`config.mk`:
```
export PLATFORM = sky130hd
export DESIGN_NAME = otp_unlock_and_spare_regs
export DESIGN_NICKNAME = d
export VERILOG_FILES = /design/src/otp_unlock_pkg.sv /design/src/key_checker.sv /design/src/otp_unlock_and_spare_regs.sv
export SDC_FILE = /design/constraint.sdc
export NUM_CORES = 1
export LEC_CHECK = 0
export BUFFER_PORTS_ARGS = -buffer_cell sky130_fd_sc_hd__buf_4
export CELL_PAD_IN_SITES_DETAIL_PLACEMENT = 1
export CELL_PAD_IN_SITES_GLOBAL_PLACEMENT = 1
export CORE_MARGIN = 2
export CORE_UTILIZATION = 28
export CTS_CLUSTER_DIAMETER = 150
export CTS_CLUSTER_SIZE = 8
export DETAILED_ROUTE_END_ITERATION = 12
export PLACE_DENSITY = 0.84
export SLEW_MARGIN = 20
export SYNTH_ARGS = -nofsm -noshare
export SYNTH_HDL_FRONTEND = slang
export SYNTH_SLANG_ARGS = --single-unit
```
`constraint.sdc`:
```
create_clock -name pclk -period 2.3 [get_ports pclk]
set_clock_uncertainty 0.1 [all_clocks]
set_input_delay 0.115 -clock pclk [delete_from_list [all_inputs] [get_ports pclk]]
set_output_delay 0.115 -clock pclk [all_outputs]
set_load 0.02 [all_outputs]
```
`src/otp_unlock_pkg.sv`:
```
// package: register map, reset values and key constants for the unlock bank
// assumes: 32-bit apb, printed offsets are register indexes (not multiples of 4)
package otp_unlock_pkg;

  localparam int          ADDR_W         = 8;
  localparam logic [7:0]  IDX_RESERVED_D = 8'h0D;
  localparam logic [7:0]  IDX_SCRATCH    = 8'h0E;
  localparam logic [7:0]  IDX_UNLOCK_KEY = 8'h0F;
  localparam logic [7:0]  IDX_OTP_STATUS = 8'h10;
  localparam logic [7:0]  IDX_OTP_WRITE  = 8'h11;
  localparam logic [7:0]  SCRATCH_RESET  = 8'h00;
  localparam logic [7:0]  UNLOCK_RESET   = 8'h00;
  localparam logic [7:0]  OTP_DATA_RESET = 8'h00;
  localparam logic [31:0] READ_ZERO      = 32'h00000000;
  // key bytes: values arbitrary, overridable by parameter
  localparam logic [7:0]  KEY_FIRST_DEF  = 8'hA5;
  localparam logic [7:0]  KEY_SECOND_DEF = 8'h5A;
  localparam int          STATUS_GRANT_BIT   = 0;
  localparam int          STATUS_HALF_BIT    = 1;
  localparam int          STATUS_BLOCKED_BIT = 2;

  typedef enum logic [1:0] {
    KEY_IDLE,
    KEY_HALF,
    KEY_OPEN
  } key_state_t;

endpackage : otp_unlock_pkg
```
`src/key_checker.sv`:
```
// file: two-byte ordered key sequence checker
// assumes: one write strobe per key byte, inputs synchronous to pclk
module key_checker
  import otp_unlock_pkg::*;
#(
  parameter logic [7:0] KEY_FIRST  = KEY_FIRST_DEF,
  parameter logic [7:0] KEY_SECOND = KEY_SECOND_DEF
) (
  input  wire logic       pclk,
  input  wire logic       presetn,
  input  wire logic       key_write,
  input  wire logic       other_write,
  input  wire logic [7:0] unlock_key_bits,
  output logic            key_half,
  output logic            write_grant
);

  key_state_t state;

  always_ff @(posedge pclk or negedge presetn) begin
    if (!presetn) begin
      state <= KEY_IDLE;
    end else if (key_write) begin
      unique case (state)
        KEY_IDLE: begin
          state <= (unlock_key_bits == KEY_FIRST) ? KEY_HALF : KEY_IDLE;
        end
        KEY_HALF: begin
          if (unlock_key_bits == KEY_SECOND) begin
            state <= KEY_OPEN;
          end else if (unlock_key_bits == KEY_FIRST) begin
            state <= KEY_HALF;
          end else begin
            state <= KEY_IDLE;
          end
        end
        KEY_OPEN: begin
          // new key write relocks and restarts the sequence
          state <= (unlock_key_bits == KEY_FIRST) ? KEY_HALF : KEY_IDLE;
        end
      endcase
    end else if (other_write && state == KEY_HALF) begin
      state <= KEY_IDLE;
    end
  end

  // no timer: half state is held indefinitely
  assign key_half    = (state == KEY_HALF);
  assign write_grant = (state == KEY_OPEN);

endmodule : key_checker

```
`src/otp_unlock_and_spare_regs.sv`:
```
// file: apb register bank with reserved slot, scratch byte, otp unlock key
// assumes: apb master, zero-wait slave; otp array outside takes otp_wr_*
// assumes: presetn is the undervoltage lockout load of all defaults
//
// Added by the designer: register access over APB.
module otp_unlock_and_spare_regs
  import otp_unlock_pkg::*;
#(
  parameter logic [7:0] KEY_FIRST  = KEY_FIRST_DEF,
  parameter logic [7:0] KEY_SECOND = KEY_SECOND_DEF
) (
  input  wire logic        pclk,
  input  wire logic        presetn,
  input  wire logic        psel,
  input  wire logic        penable,
  input  wire logic        pwrite,
  input  wire logic [31:0] paddr,
  input  wire logic [31:0] pwdata,
  input  wire logic [3:0]  pstrb,
  output logic             pready,
  output logic [31:0]      prdata,
  output logic             pslverr,
  output logic             otp_wr_en,
  output logic [7:0]       otp_wr_data,
  output logic             otp_write_grant
);

  // ---------------------------------------------------------------------
  // bus decode
  // ---------------------------------------------------------------------
  logic [7:0] index;
  logic       word_ok;
  logic       access;
  logic       any_write;
  logic       wr;
  logic       lane0;
  logic       read_setup;
  logic       mapped;

  assign index      = paddr[9:2];
  // words only: byte offset and high address bits must be clear
  assign word_ok    = (paddr[1:0] == 2'b00) && (paddr[31:10] == 22'h000000);
  assign access     = psel && penable;
  assign any_write  = access && pwrite;
  assign wr         = any_write && word_ok;
  assign lane0      = pstrb[0];
  assign read_setup = psel && !penable && !pwrite;

  // only the five words of this bank answer without error
  always_comb begin
    mapped = 1'b0;
    if (word_ok) begin
      unique case (index)
        IDX_RESERVED_D: mapped = 1'b1;
        IDX_SCRATCH:    mapped = 1'b1;
        IDX_UNLOCK_KEY: mapped = 1'b1;
        IDX_OTP_STATUS: mapped = 1'b1;
        IDX_OTP_WRITE:  mapped = 1'b1;
        default:        mapped = 1'b0;
      endcase
    end
  end

  // ---------------------------------------------------------------------
  // bus response
  // ---------------------------------------------------------------------
  // zero wait states; unmapped or misaligned words error and store nothing; an errored write still breaks a pending key
  assign pready  = 1'b1;
  assign pslverr = access && !mapped;

  // ---------------------------------------------------------------------
  // write strobes
  // ---------------------------------------------------------------------
  logic key_write;
  logic other_write;
  logic scratch_write;
  logic status_write;
  logic blocked_clear;
  logic otp_attempt;
  logic otp_granted;
  logic otp_refused;

  assign key_write     = wr && lane0 && index == IDX_UNLOCK_KEY;
  // any other write, even errored or strobeless, breaks a pending key
  assign other_write   = any_write && !key_write;
  assign scratch_write = wr && lane0 && index == IDX_SCRATCH;
  assign status_write  = wr && lane0 && index == IDX_OTP_STATUS;
  assign blocked_clear = status_write && pwdata[STATUS_BLOCKED_BIT];
  assign otp_attempt   = wr && lane0 && index == IDX_OTP_WRITE;
  // an otp port write with lane 0 strobed either passes with the qualifier or is refused
  assign otp_granted   = otp_attempt && otp_write_grant;
  assign otp_refused   = otp_attempt && !otp_write_grant;

  // ---------------------------------------------------------------------
  // storage
  // ---------------------------------------------------------------------
  logic [7:0] scratch_byte;
  logic [7:0] otp_unlock_key;
  logic       blocked;

  always_ff @(posedge pclk or negedge presetn) begin
    if (!presetn) begin
      scratch_byte <= SCRATCH_RESET;
    end else if (scratch_write) begin
      scratch_byte <= pwdata[7:0];
    end
  end

  // write-only key byte: kept, never read back
  always_ff @(posedge pclk or negedge presetn) begin
    if (!presetn) begin
      otp_unlock_key <= UNLOCK_RESET;
    end else if (key_write) begin
      otp_unlock_key <= pwdata[7:0];
    end
  end

  // ---------------------------------------------------------------------
  // key sequence
  // ---------------------------------------------------------------------
  // half-key state, also shown in the status word
  logic key_half;

  // grant is the checker's decoded state, so it needs no extra flop
  key_checker #(
    .KEY_FIRST  (KEY_FIRST),
    .KEY_SECOND (KEY_SECOND)
  ) u_key_checker (
    .pclk            (pclk),
    .presetn         (presetn),
    .key_write       (key_write),
    .other_write     (other_write),
    .unlock_key_bits (pwdata[7:0]),
    .key_half        (key_half),
    .write_grant     (otp_write_grant)
  );

  // ---------------------------------------------------------------------
  // otp write gate
  // ---------------------------------------------------------------------
  // one-cycle pulse per granted write, never without the qualifier
  always_ff @(posedge pclk or negedge presetn) begin
    if (!presetn) begin
      otp_wr_en <= 1'b0;
    end else begin
      otp_wr_en <= otp_granted;
    end
  end

  // data holds the last granted byte between pulses
  always_ff @(posedge pclk or negedge presetn) begin
    if (!presetn) begin
      otp_wr_data <= OTP_DATA_RESET;
    end else if (otp_granted) begin
      otp_wr_data <= pwdata[7:0];
    end
  end

  // ---------------------------------------------------------------------
  // status flag
  // ---------------------------------------------------------------------
  // sticky blocked flag, set wins over clear by status write
  always_ff @(posedge pclk or negedge presetn) begin
    if (!presetn) begin
      blocked <= 1'b0;
    end else if (otp_refused) begin
      blocked <= 1'b1;
    end else if (blocked_clear) begin
      blocked <= 1'b0;
    end
  end

  // ---------------------------------------------------------------------
  // status word
  // ---------------------------------------------------------------------
  logic [31:0] status_word;

  always_comb begin
    status_word                     = READ_ZERO;
    status_word[STATUS_GRANT_BIT]   = otp_write_grant;
    status_word[STATUS_HALF_BIT]    = key_half;
    status_word[STATUS_BLOCKED_BIT] = blocked;
  end

  // ---------------------------------------------------------------------
  // read data
  // ---------------------------------------------------------------------
  logic [31:0] next_prdata;

  always_comb begin
    next_prdata = READ_ZERO;
    if (word_ok) begin
      unique case (index)
        // reserved and write-only key read as zero
        IDX_RESERVED_D: next_prdata = READ_ZERO;
        IDX_SCRATCH:    next_prdata = {24'h000000, scratch_byte};
        IDX_UNLOCK_KEY: next_prdata = READ_ZERO;
        IDX_OTP_STATUS: next_prdata = status_word;
        default:        next_prdata = READ_ZERO;
      endcase
    end
  end

  // loaded in the setup cycle so the access cycle shows it
  always_ff @(posedge pclk or negedge presetn) begin
    if (!presetn) begin
      prdata <= READ_ZERO;
    end else if (read_setup) begin
      prdata <= next_prdata;
    end
  end

endmodule : otp_unlock_and_spare_regs

```
======== After elaboration in Yosys (flattened, before gate mapping) ========
Index checks and enable logic that the tools add are counted.
word-level totals
  register bits after elaboration ......... 52
  input port bits ......................... 73
  word-level logic and storage cells ...... 55
  output and inout bits ................... 44
cells by class
  muxes and demuxes ....................... 11
  reductions and logical operators ........ 29
  equality and inequality tests ........... 9
operator list
  kind                  number
  $eq A8 B4 Y1 const B  3
  $logic_not A22 Y1     1
  $logic_and A1 B1 Y1   17
  $eq A8 B5 Y1 const B  2
  $pmux W8 S2           1
  $eq A8 B7 Y1 const B  1
  $eq A8 B8 Y1 const B  1
  $mux W8               1
  $mux W2               3
  $logic_not A1 Y1      5
  $mux W1               5
  $reduce_or A5 Y1      1
  $logic_not A2 Y1      2
  $pmux W2 S2           1
  $reduce_bool A2 Y1    2
  $eq A2 B1 Y1 const B  1
  $eq A2 B2 Y1 const B  1
  $reduce_or A2 Y1      1

======== Depth between registers and ports, before layout ========
Gate-level depths: netlist (run 1).
  depth after elaboration ................. 10
  gate-level depth with buffers ........... 5
  gate-level depth less buffers ........... 4

======== Hierarchy ========
From an unflattened synthesis (run 1), not the netlist that was laid out.
unflattened totals
  cells, all modules ...................... 149
  area, all modules ....................... 1609.0 µm²
modules (own cells, without submodules)
  module                     cells each  area an instance (µm²)  seq. area each (µm²)  instances
  otp_unlock_and_spare_regs  134         1471.4                  650.6                 1
  key_checker                15          137.6                   50.0                  1

======== Least setup slack after synthesis (run 1) ========
OpenSTA, ideal clock, no wires.
  kind .................................... reg2reg
  start point ............................. reg u_key_checker.state[0]
  end point ............................... reg otp_wr_data[0]
  data arrival time ....................... 1767 ps
  path slack .............................. 308 ps
  cell stages (with the launch flop) ...... 5
  data required time ...................... 2075 ps
  period minus slack after synthesis ...... 1992 ps
  cells stage by stage .................... dfrtp_1 > nor2b_1 > nand3_1 > nor4_4 > mux2_2
on the way
  cells in the longest elaborated chain, start to end .. 2
RTL lines
  element                 line                              text
  from (decl)             key_checker.sv:18                 key_state_t state;
  from (signal assigned)  key_checker.sv:26                 state <= (unlock_key_bits == KEY_FIRST) ? KEY_HALF : KEY_IDLE;
  from (signal assigned)  key_checker.sv:39                 state <= (unlock_key_bits == KEY_FIRST) ? KEY_HALF : KEY_IDLE;
  $eq A2 B2 Y1            key_checker.sv:49                 assign write_grant = (state == KEY_OPEN);
  via otp_write_grant     otp_unlock_and_spare_regs.sv:25   output logic otp_write_grant
  $logic_and A1 B1 Y1     otp_unlock_and_spare_regs.sv:91   assign otp_granted = otp_attempt && otp_write_grant;
  to (signal assigned)    otp_unlock_and_spare_regs.sv:155  otp_wr_data <= pwdata[7:0];
  to (decl)               otp_unlock_and_spare_regs.sv:24   output logic [7:0] otp_wr_data,
The timed path passes the listed nets, and every way through them passes these cells.
A chain may end at the register's enable or synchronous reset.

======== Final worst setup path (run 1) ========
  start point ............................. reg u_key_checker.state[0]
  end point ............................... reg otp_wr_data[5]
on the way
  cells in the longest elaborated chain, start to end .. 2
RTL lines
  element              line
  $eq A2 B2 Y1         key_checker.sv:49
  $logic_and A1 B1 Y1  otp_unlock_and_spare_regs.sv:91
No other way between the ends.

==> metrics.csv, run 1 <==
metric,value,unit
fin_crit_sh,81.4,%
pin_count,117,
r2r-end,otp_wr_data[5],
seq_area_frac_synth,44.8,%
avgSynthCellArea,10.7,um^2
synth_seq_cells,28,
worstSetupEndpointType,flip-flop,
globalplace.congestion,0.724,
switchingPower,0.000236,W
leakage,1.11,nW
pre_cts_ws,211,ps
setup_slack,428,ps
avgRoutedWirePerCell,14.3,um
fin_area,2210,um^2
post-route-min-period,1870,ps
syn_inst,146,
cellPowerDensity,466,nW/um^2
cts_tree,done,
overflow,0,
ys_warn_count,0,
swShare,22.9,%
first_pass_iters,2,
coreArea,5440,um^2
htree_num_levels,1,
fmax,534,MHz
drtIter0Drc,42,
startpoint_type,flip-flop,
n_antenna_cell,0,
finalMaxSlewViolations,0,
ys_types,31,
io_buffers,64,
r2r_cells,5,
crit_type,flip-flop to flip-flop,
critical_path_arrival,1940,ps
grt_pass1_vias,1400,
clkPwrFrac,37.4,%
cts_made_buffers,3,
pwr-share-comb,14.7,%
clk_pin_slew,100,ps
seqPwrFrac,47.9,%
grt_max_degree,29,
grt_util_all_layers,14.0,%
dieWidth,78.7,um
die_area,6190,um^2
hold_end,scratch_byte[3],
drt_wl_total,4.22,mm
clock_sinks,28,
final_cell_mix,"69 x buf_4, 28 x dfrtp_1, 25 x conb_1",
hpwlAfterDp,3.37,mm
internal_power,0.000792,W
row_count,27,
status,"finished, final reports clean",
hold_class,input port to flip-flop,
hold_violations,0,
crit_required,2360,ps
dpl-instance-area,2070,um^2
setup_tns,0,ps
r2r-start,u_key_checker.state[0],
drc,0,
num-fill-cells,628,
cts_setup_buffers,0,
vias_per_cell,4.47,
holdCritStartpoint,pwdata[3],
drtAntennaViolNets,0,
grt_pass1_wl,6.84,mm
setup_viol,0,
ir_drop,367,uV
syn_area,1560,um^2
vias,1320,
power.total,0.00103,W
cp_max_fo,8,
clk_latency,280,ps
layout-area-overhead-vs-synth,41.2,%
drive_above_1_share,43.5,%
fin_nets,297,
r2r_slack,430,ps
antenna_found_initial,0,
layout_commonest_cell,buf_4,
root_buffer,clkbuf_8,
die_h,78.7,um
rsz0062_at_grt,no,
cts_buffer_depth,2,
maxCapViolCount,0,
initial_utilization,28.7,%
min_path_cells,2,
## worst max-delay path, cell delays in order (launching register included)
cell	delay, ps
dfrtp_1	420
nor2b_1	280
nand3_1	220
nor4_4	170
buf_4	220
mux2_2	350
## kinds of logic (layout without fill, tap and decap cells)
logic type / Yosys count / after routing / synth area share [%]
AOI/OAI and AO/OA: 16 / 16 / 7.13
muxes: 19 / 19 / 13.6
other: 2 / 25 / 0.481
and+or+nand+nor: 51 / 51 / 20.7
buffers and inverters: 30 / 84 / 13.2
DFF: 28 / 28 / 44.8
## registers in the layout, indices dropped and copies added (netlist names)
signal and flops:
otp_wr_data 8, prdata 8, otp_wr_en 1, blocked 1
scratch_byte 8, u_key_checker.state 2
## worst max path at each step
stage                                 end                    from
final                      otp_wr_data[5]  u_key_checker.state[0]
after global routing       otp_wr_data[6]  u_key_checker.state[0]
after CTS                  otp_wr_data[6]  u_key_checker.state[0]
after detailed placement  scratch_byte[6]               paddr[20]
after global placement     otp_wr_data[4]               paddr[21]
after floorplan            otp_wr_data[0]  u_key_checker.state[0]
## layout make-up
cell class	count	area, um^2	share of cell area (%)
timing repair buffer	76	588	26.6
clock buffer	3	41.3	1.87
sequential	28	701	31.7
clock inverter	1	30.0	1.36
multi-input combinational	111	742	33.6
inverter	4	15.0	0.680
tap	72	90.1	4.08
## cell usage after synthesis, drive strengths merged
cell type,n,share of area (%)
a21oi,2,0.64
a22o,1,0.56
a22oi,1,0.48
a32o,2,1.3
a32oi,1,0.56
a41o,1,0.64
and2,2,0.80
and4b,1,0.64
buf,26,12
conb,2,0.48
dfrtp,28,45
inv,4,0.96
mux2,18,13
mux2i,1,0.64
nand2,16,3.8
nand3,2,0.64
nand3b,1,0.48
nand4,3,1.6
nor2,5,1.2
nor2b,1,0.40
nor3,2,0.64
nor4,11,6.3
nor4b,5,3.2
o21ai,7,2.2
o311a,1,0.72
or2b,1,0.48
or3,1,0.48
## metal layers
layer / routed length (um) / global-route usage, % / up-vias / part of all wire [%]
met3: 188 / 3.30 / 6 / 4.5
li1: - / - / 630 / -
met4: 36 / 2.98 / 0 / 0.85
met2: 2370 / 26.4 / 32 / 56
met1: 1630 / 16.1 / 652 / 39
met5: 0 / 0 / - / 0
## stage by stage
| step | hold slack, ps | utilization (%) | std cells |
|---|---|---|---|
| 2_1_floorplan | -281 | - | 169 |
| 3_3_place_gp | -49.4 | 38.0 | 284 |
| 3_5_place_dp | -47.8 | 38.0 | 284 |
| 4_1_cts | 6.86 | 40.6 | 295 |
| 5_1_grt | 12.4 | 40.6 | 295 |
| 6_report | 10.5 | 40.6 | 295 |
## power groups by stage
stage          clock network, W   logic, W  registers [W]
6_report               0.000385   0.000151       0.000492
5_1_grt                0.000414   0.000164       0.000492
4_1_cts                0.000394   0.000151       0.000492
3_5_place_dp                  0   0.000142       0.000502
3_3_place_gp                  0   0.000138       0.000502
2_1_floorplan                 0  0.0000861       0.000502
## repair_timing
item	4_1_cts	5_1_grt
hold endpoints to repair	39	0
gates resized for setup	0	0
hold buffers	7	0
Power figures use the tool's default switching activity.
==> run 2, diff against run 1 <==
clock period = 1.86 ns   (was 2.3 ns; I/O delays follow)
==> metrics.csv, run 2 (synthesis gave the netlist of run 1 again) <==
metric,value,unit
critical_path_arrival,1780,ps
fmax,583,MHz
hold_violations,0,
grt_max_degree,29,
layout_commonest_cell,buf_4,
clk_pin_slew,90,ps
drtIter0Drc,56,
cellPowerDensity,518,nW/um^2
startpoint,u_key_checker.state[0],
cts_made_buffers,3,
min_path_cells,3,
crit_required,1920,ps
top_regs,"otp_wr_data: 8 flops, prdata: 8 flops, scratch_byte: 8 flops",
finalMaxSlewViolations,0,
cts_tree,done,
r2r_cells,5,
busiest_layer,met2,
io_buffers,64,
grt_pass1_vias,1450,
fin_nets,305,
crit_type,flip-flop to flip-flop,
pre_cts_ws,-133,ps
ctsResizeCount,0,
maxCapViolCount,0,
hold_class,input port to flip-flop,
crit_chain,nor2b_2 -> nand3_1 -> nor4_4 -> buf_4 -> mux2_2,
cp_max_fo,8,
fin_crit_sh,92.2,%
drt_wl_total,4.22,mm
grt_pass1_wl,6.82,mm
worstSetupEndpointType,flip-flop,
leakage,1.14,nW
coreArea,5440,um^2
status,"finished, final reports clean",
die_area,6190,um^2
grt_util_all_layers,14.1,%
holdCritStartpoint,paddr[2],
layout-area-overhead-vs-synth,44.5,%
overflow,0,
clock_sinks,28,
cpPeakStageDelay,430,ps
dieWidth,78.7,um
globalplace.congestion,0.766,
startpoint_type,flip-flop,
drc,0,
num-fill-cells,633,
final_cell_mix,"75 x buf_4, 28 x dfrtp_1, 25 x conb_1",
r2r_slack,150,ps
n_antenna_cell,0,
drive_above_1_share,45.0,%
htree_num_levels,1,
rsz0062_at_grt,no,
ir_drop,398,uV
initial_utilization,28.7,%
grtUsageMet1,15.9,%
setup_slack,146,ps
crit_slowest_cell,dfrtp_1,
antenna_found_initial,0,
post-route-min-period,1710,ps
cts_buffer_depth,2,
drtAntennaViolNets,0,
fin_util,41.5,%
avgRoutedWirePerCell,13.9,um
grt_use_met2,26.1,%
multiInputGateArea,744,um^2
gr-usage-met3,3.18,%
setup_viol,0,
first_pass_iters,4,
hpwlAfterDp,3.36,mm
root_buffer,clkbuf_8,
die_h,78.7,um
row_count,27,
ff_latch_area,701,um^2
pin_count,117,
clk_latency,270,ps
r2r-start,u_key_checker.state[0],
vias_per_cell,4.49,
vias,1359,
[run 2: timing repair]
action	CTS	global route
endpoints found under the hold margin	44	0
hold buffers	9	0
setup endpoints to repair	0	2
setup buffers	0	2
[run 2: worst paths after layout]
check / endpoint
setup / recovery: otp_wr_data[5]
hold / removal: otp_wr_en
setup reg to reg: otp_wr_data[5]
hold reg to reg: prdata[3]
max in group asynchronous: otp_wr_data[2]
min in group asynchronous: prdata[4]
[run 2: final cells by class]
type                    instances  area share [%]
inverters                       4           0.665
repair buffers                 84            28.9
flip-flops and latches         28            31.0
multi-input cells             111            33.0
clock buffers                   4            2.44
well taps                      72            3.99
[run 2: per-layer routing]
layer / wire length, um / part of all wire, %
met1: 1660 / 39
met2: 2290 / 54
met3: 194 / 4.6
met4: 79 / 1.9
met5: 0 / 0
[run 2: where the power goes]
group | total, W | switching (W) | internal [W]
Clock | 0.000373 | 0.000183 | 0.000190
Sequential | 0.000608 | 0.0000000000000836 | 0.000608
Combinational | 0.000190 | 0.000104 | 0.0000855
Total | 0.00117 | 0.000287 | 0.000883
[run 2: critical path, delay by kind of cell, from the launching register on]
family | cells | cell delay, ps
buf+inv | 1 | 220
simple gates | 3 | 490
flops | 1 | 430
mux | 1 | 360
[run 2: stage by stage]
step                      total power (W)  hold WS [ps]  area (um^2)  instances  setup TNS, ps
after floorplan                  0.000727          -303         1650        169              0
after global placement           0.000791         -72.8         2100        288          -2080
after detailed placement         0.000795         -69.5         2100        288          -2100
after CTS                         0.00119          99.9         2240        301              0
after global routing              0.00122           115         2260        303              0
final                             0.00117           105         2260        303              0
==> run 3, diff against run 2 <==
ABC_AREA = 1   (was default)
==> metrics.csv, run 3 <==
metric,value,unit
ctsHoldBuffers,9,
fin_nets,374,
rsz0062_at_grt,no,
hold_violations,0,
drtAntennaViolNets,0,
setup_slack,283,ps
clk_pin_slew,100,ps
layout_commonest_cell,nand2_1,
cellPowerDensity,541,nW/um^2
power.total,0.00129,W
top_regs,"otp_wr_data: 8 flops, prdata: 8 flops, scratch_byte: 8 flops",
num-fill-cells,744,
avgSynthCellArea,7.80,um^2
globalplace.congestion,0.735,
ys_top_cells_by_count,"75 x nand2_1, 28 x dfrtp_1, 25 x buf_4",
layout-area-overhead-vs-synth,36.1,%
pin_count,117,
r2r_cells,5,
drt_wl_total,4.80,mm
root_buffer,clkbuf_8,
synth_most_common_cell,nand2_1,
cp-endpoint,otp_write_grant,
avgRoutedWirePerCell,12.8,um
multiInputGateArea,861,um^2
hold_class,input port to flip-flop,
io_buffers,64,
vias,1648,
fin_area,2390,um^2
die_area,6910,um^2
whs,94.9,ps
maxCapViolCount,0,
ctsResizeCount,0,
cp_max_fo,10,
drtIter0Drc,58,
synthArstFlopShare,100,%
cts_tree,done,
ir_drop,394,uV
post-route-min-period,1580,ps
fin_crit_sh,84.8,%
fmax,634,MHz
row_count,28,
r2r_slack,520,ps
setup_viol,0,
crit_buf_inv,3,
setup_tns,0,ps
synth_ff_type,dfrtp_1,
cts_buffer_depth,2,
path_delay_family,buffers and inverters,
ys_warn_count,0,
ff_latch_area,701,um^2
startpoint,u_key_checker.state[1],
pre_cts_ws,424,ps
r2r-end,blocked,
crit_type,flip-flop to output pin,
critical_path_arrival,1380,ps
synth_area_leaders,"dfrtp_1 40%, nand2_1 16%, buf_4 11%, nor2_1 4.1%, nand4_1 3.9%",
grt_pass1_vias,1750,
seq_area_frac_synth,39.9,%
initial_utilization,29.3,%
grt_max_degree,29,
die_h,83.2,um
synth_edf_count,0,
hpwlAfterDp,3.68,mm
clk_latency,280,ps
clock_sinks,28,
n_antenna_cell,0,
cpPeakStageDelay,400,ps
crit_chain,inv_1 -> nor2_1 -> buf_4 -> buf_4,
crit_slowest_cell,dfrtp_1,
syn_inst,225,
critical_path.most_common_cell,buf_4,
cts_made_buffers,3,
worstSetupEndpointType,output pin,
grt_util_all_layers,14.5,%
htree_num_levels,1,
antenna_found_initial,0,
drive_above_1_share,31.3,%
vias_per_cell,4.39,
coreArea,5990,um^2
cts_setup_buffers,0,
yosysTopAreaCell,dfrtp_1,
startpoint_type,flip-flop,
grt_pass1_wl,8.37,mm
dieWidth,83.2,um
syn_area,1750,um^2
critical_path_depth,4,
overflow,0,
synth_seq_cells,28,
final_cell_mix,"75 x nand2_1, 66 x buf_4, 28 x dfrtp_1",
r2r-start,u_key_checker.state[1],
first_pass_iters,4,
finalMaxSlewViolations,0,
drc,0,
ys_types,27,
crit_required,1670,ps
dpl-instance-area,2230,um^2
status,"finished, final reports clean",
synth_top_area_share,39.9,%
leakage,1.37,nW
## run 3: changes by cell type after synthesis, moves of 9 or more
cell | previous run | this run
nor2_1 | 5 | 19
inv_1 | 4 | 16
nand4_1 | 2 | 11
mux2_2 | 18 | 0
nand2_1 | 16 | 75
## run 3: layer usage
| metal | vias up | track usage [%] | routed length (um) |
|---|---|---|---|
| met5 | - | 0 | 0 |
| met4 | 0 | 2.24 | 21 |
| met3 | 3 | 2.98 | 201 |
| met2 | 40 | 27.1 | 2550 |
| met1 | 790 | 17.3 | 2030 |
| li1 | 815 | - | - |
## run 3: cell families after synthesis
kind of cell,count (synthesis),synth area share (%)
simple gates,140,41.3
buf+inv,47,15.9
flops,28,39.9
compound gates,8,2.42
other cells,2,0.428
## run 3: worst min-delay path by stage
stage / cells after the start / end / slack, ps / startpoint
5_1_grt: 4 / prdata[4] / 110 / paddr[2]
3_3_place_gp: 1 / prdata[2] / -70 / presetn
3_5_place_dp: 1 / prdata[3] / -60 / presetn
4_1_cts: 4 / prdata[7] / 90 / paddr[2]
2_1_floorplan: 0 / blocked / -300 / presetn
6_report: 4 / prdata[4] / 90 / paddr[2]
## run 3: layout make-up
class                           instances  area share [%]
Inverter                               20            3.14
Clock buffer                            3            1.73
Clock inverter                          1            1.26
Multi-Input combinational cell        173            36.1
Sequential cell                        28            29.4
Timing Repair Buffer                   75            24.5
Tap cell                               75            3.93
## run 3: per-stage QoR
stage | cells | utilization [%]
after floorplan | 248 | -
after CTS | 375 | 39.8
after global routing | 375 | 39.8
final | 375 | 39.8
after global placement | 362 | 37.2
after detailed placement | 362 | 37.2
## run 3: power by group
| group | switching, W | internal [W] |
|---|---|---|
| registers | 0.0000000304 | 0.000608 |
| clock network | 0.000194 | 0.000288 |
| logic | 0.000115 | 0.0000855 |
## run 3: worst reg2reg max path, cell delays in order (launching register included)
cell and delay [ps]:
dfrtp_1 400, inv_1 50, nor2_1 250, buf_4 240
nand3b_1 140, nand2_1 50
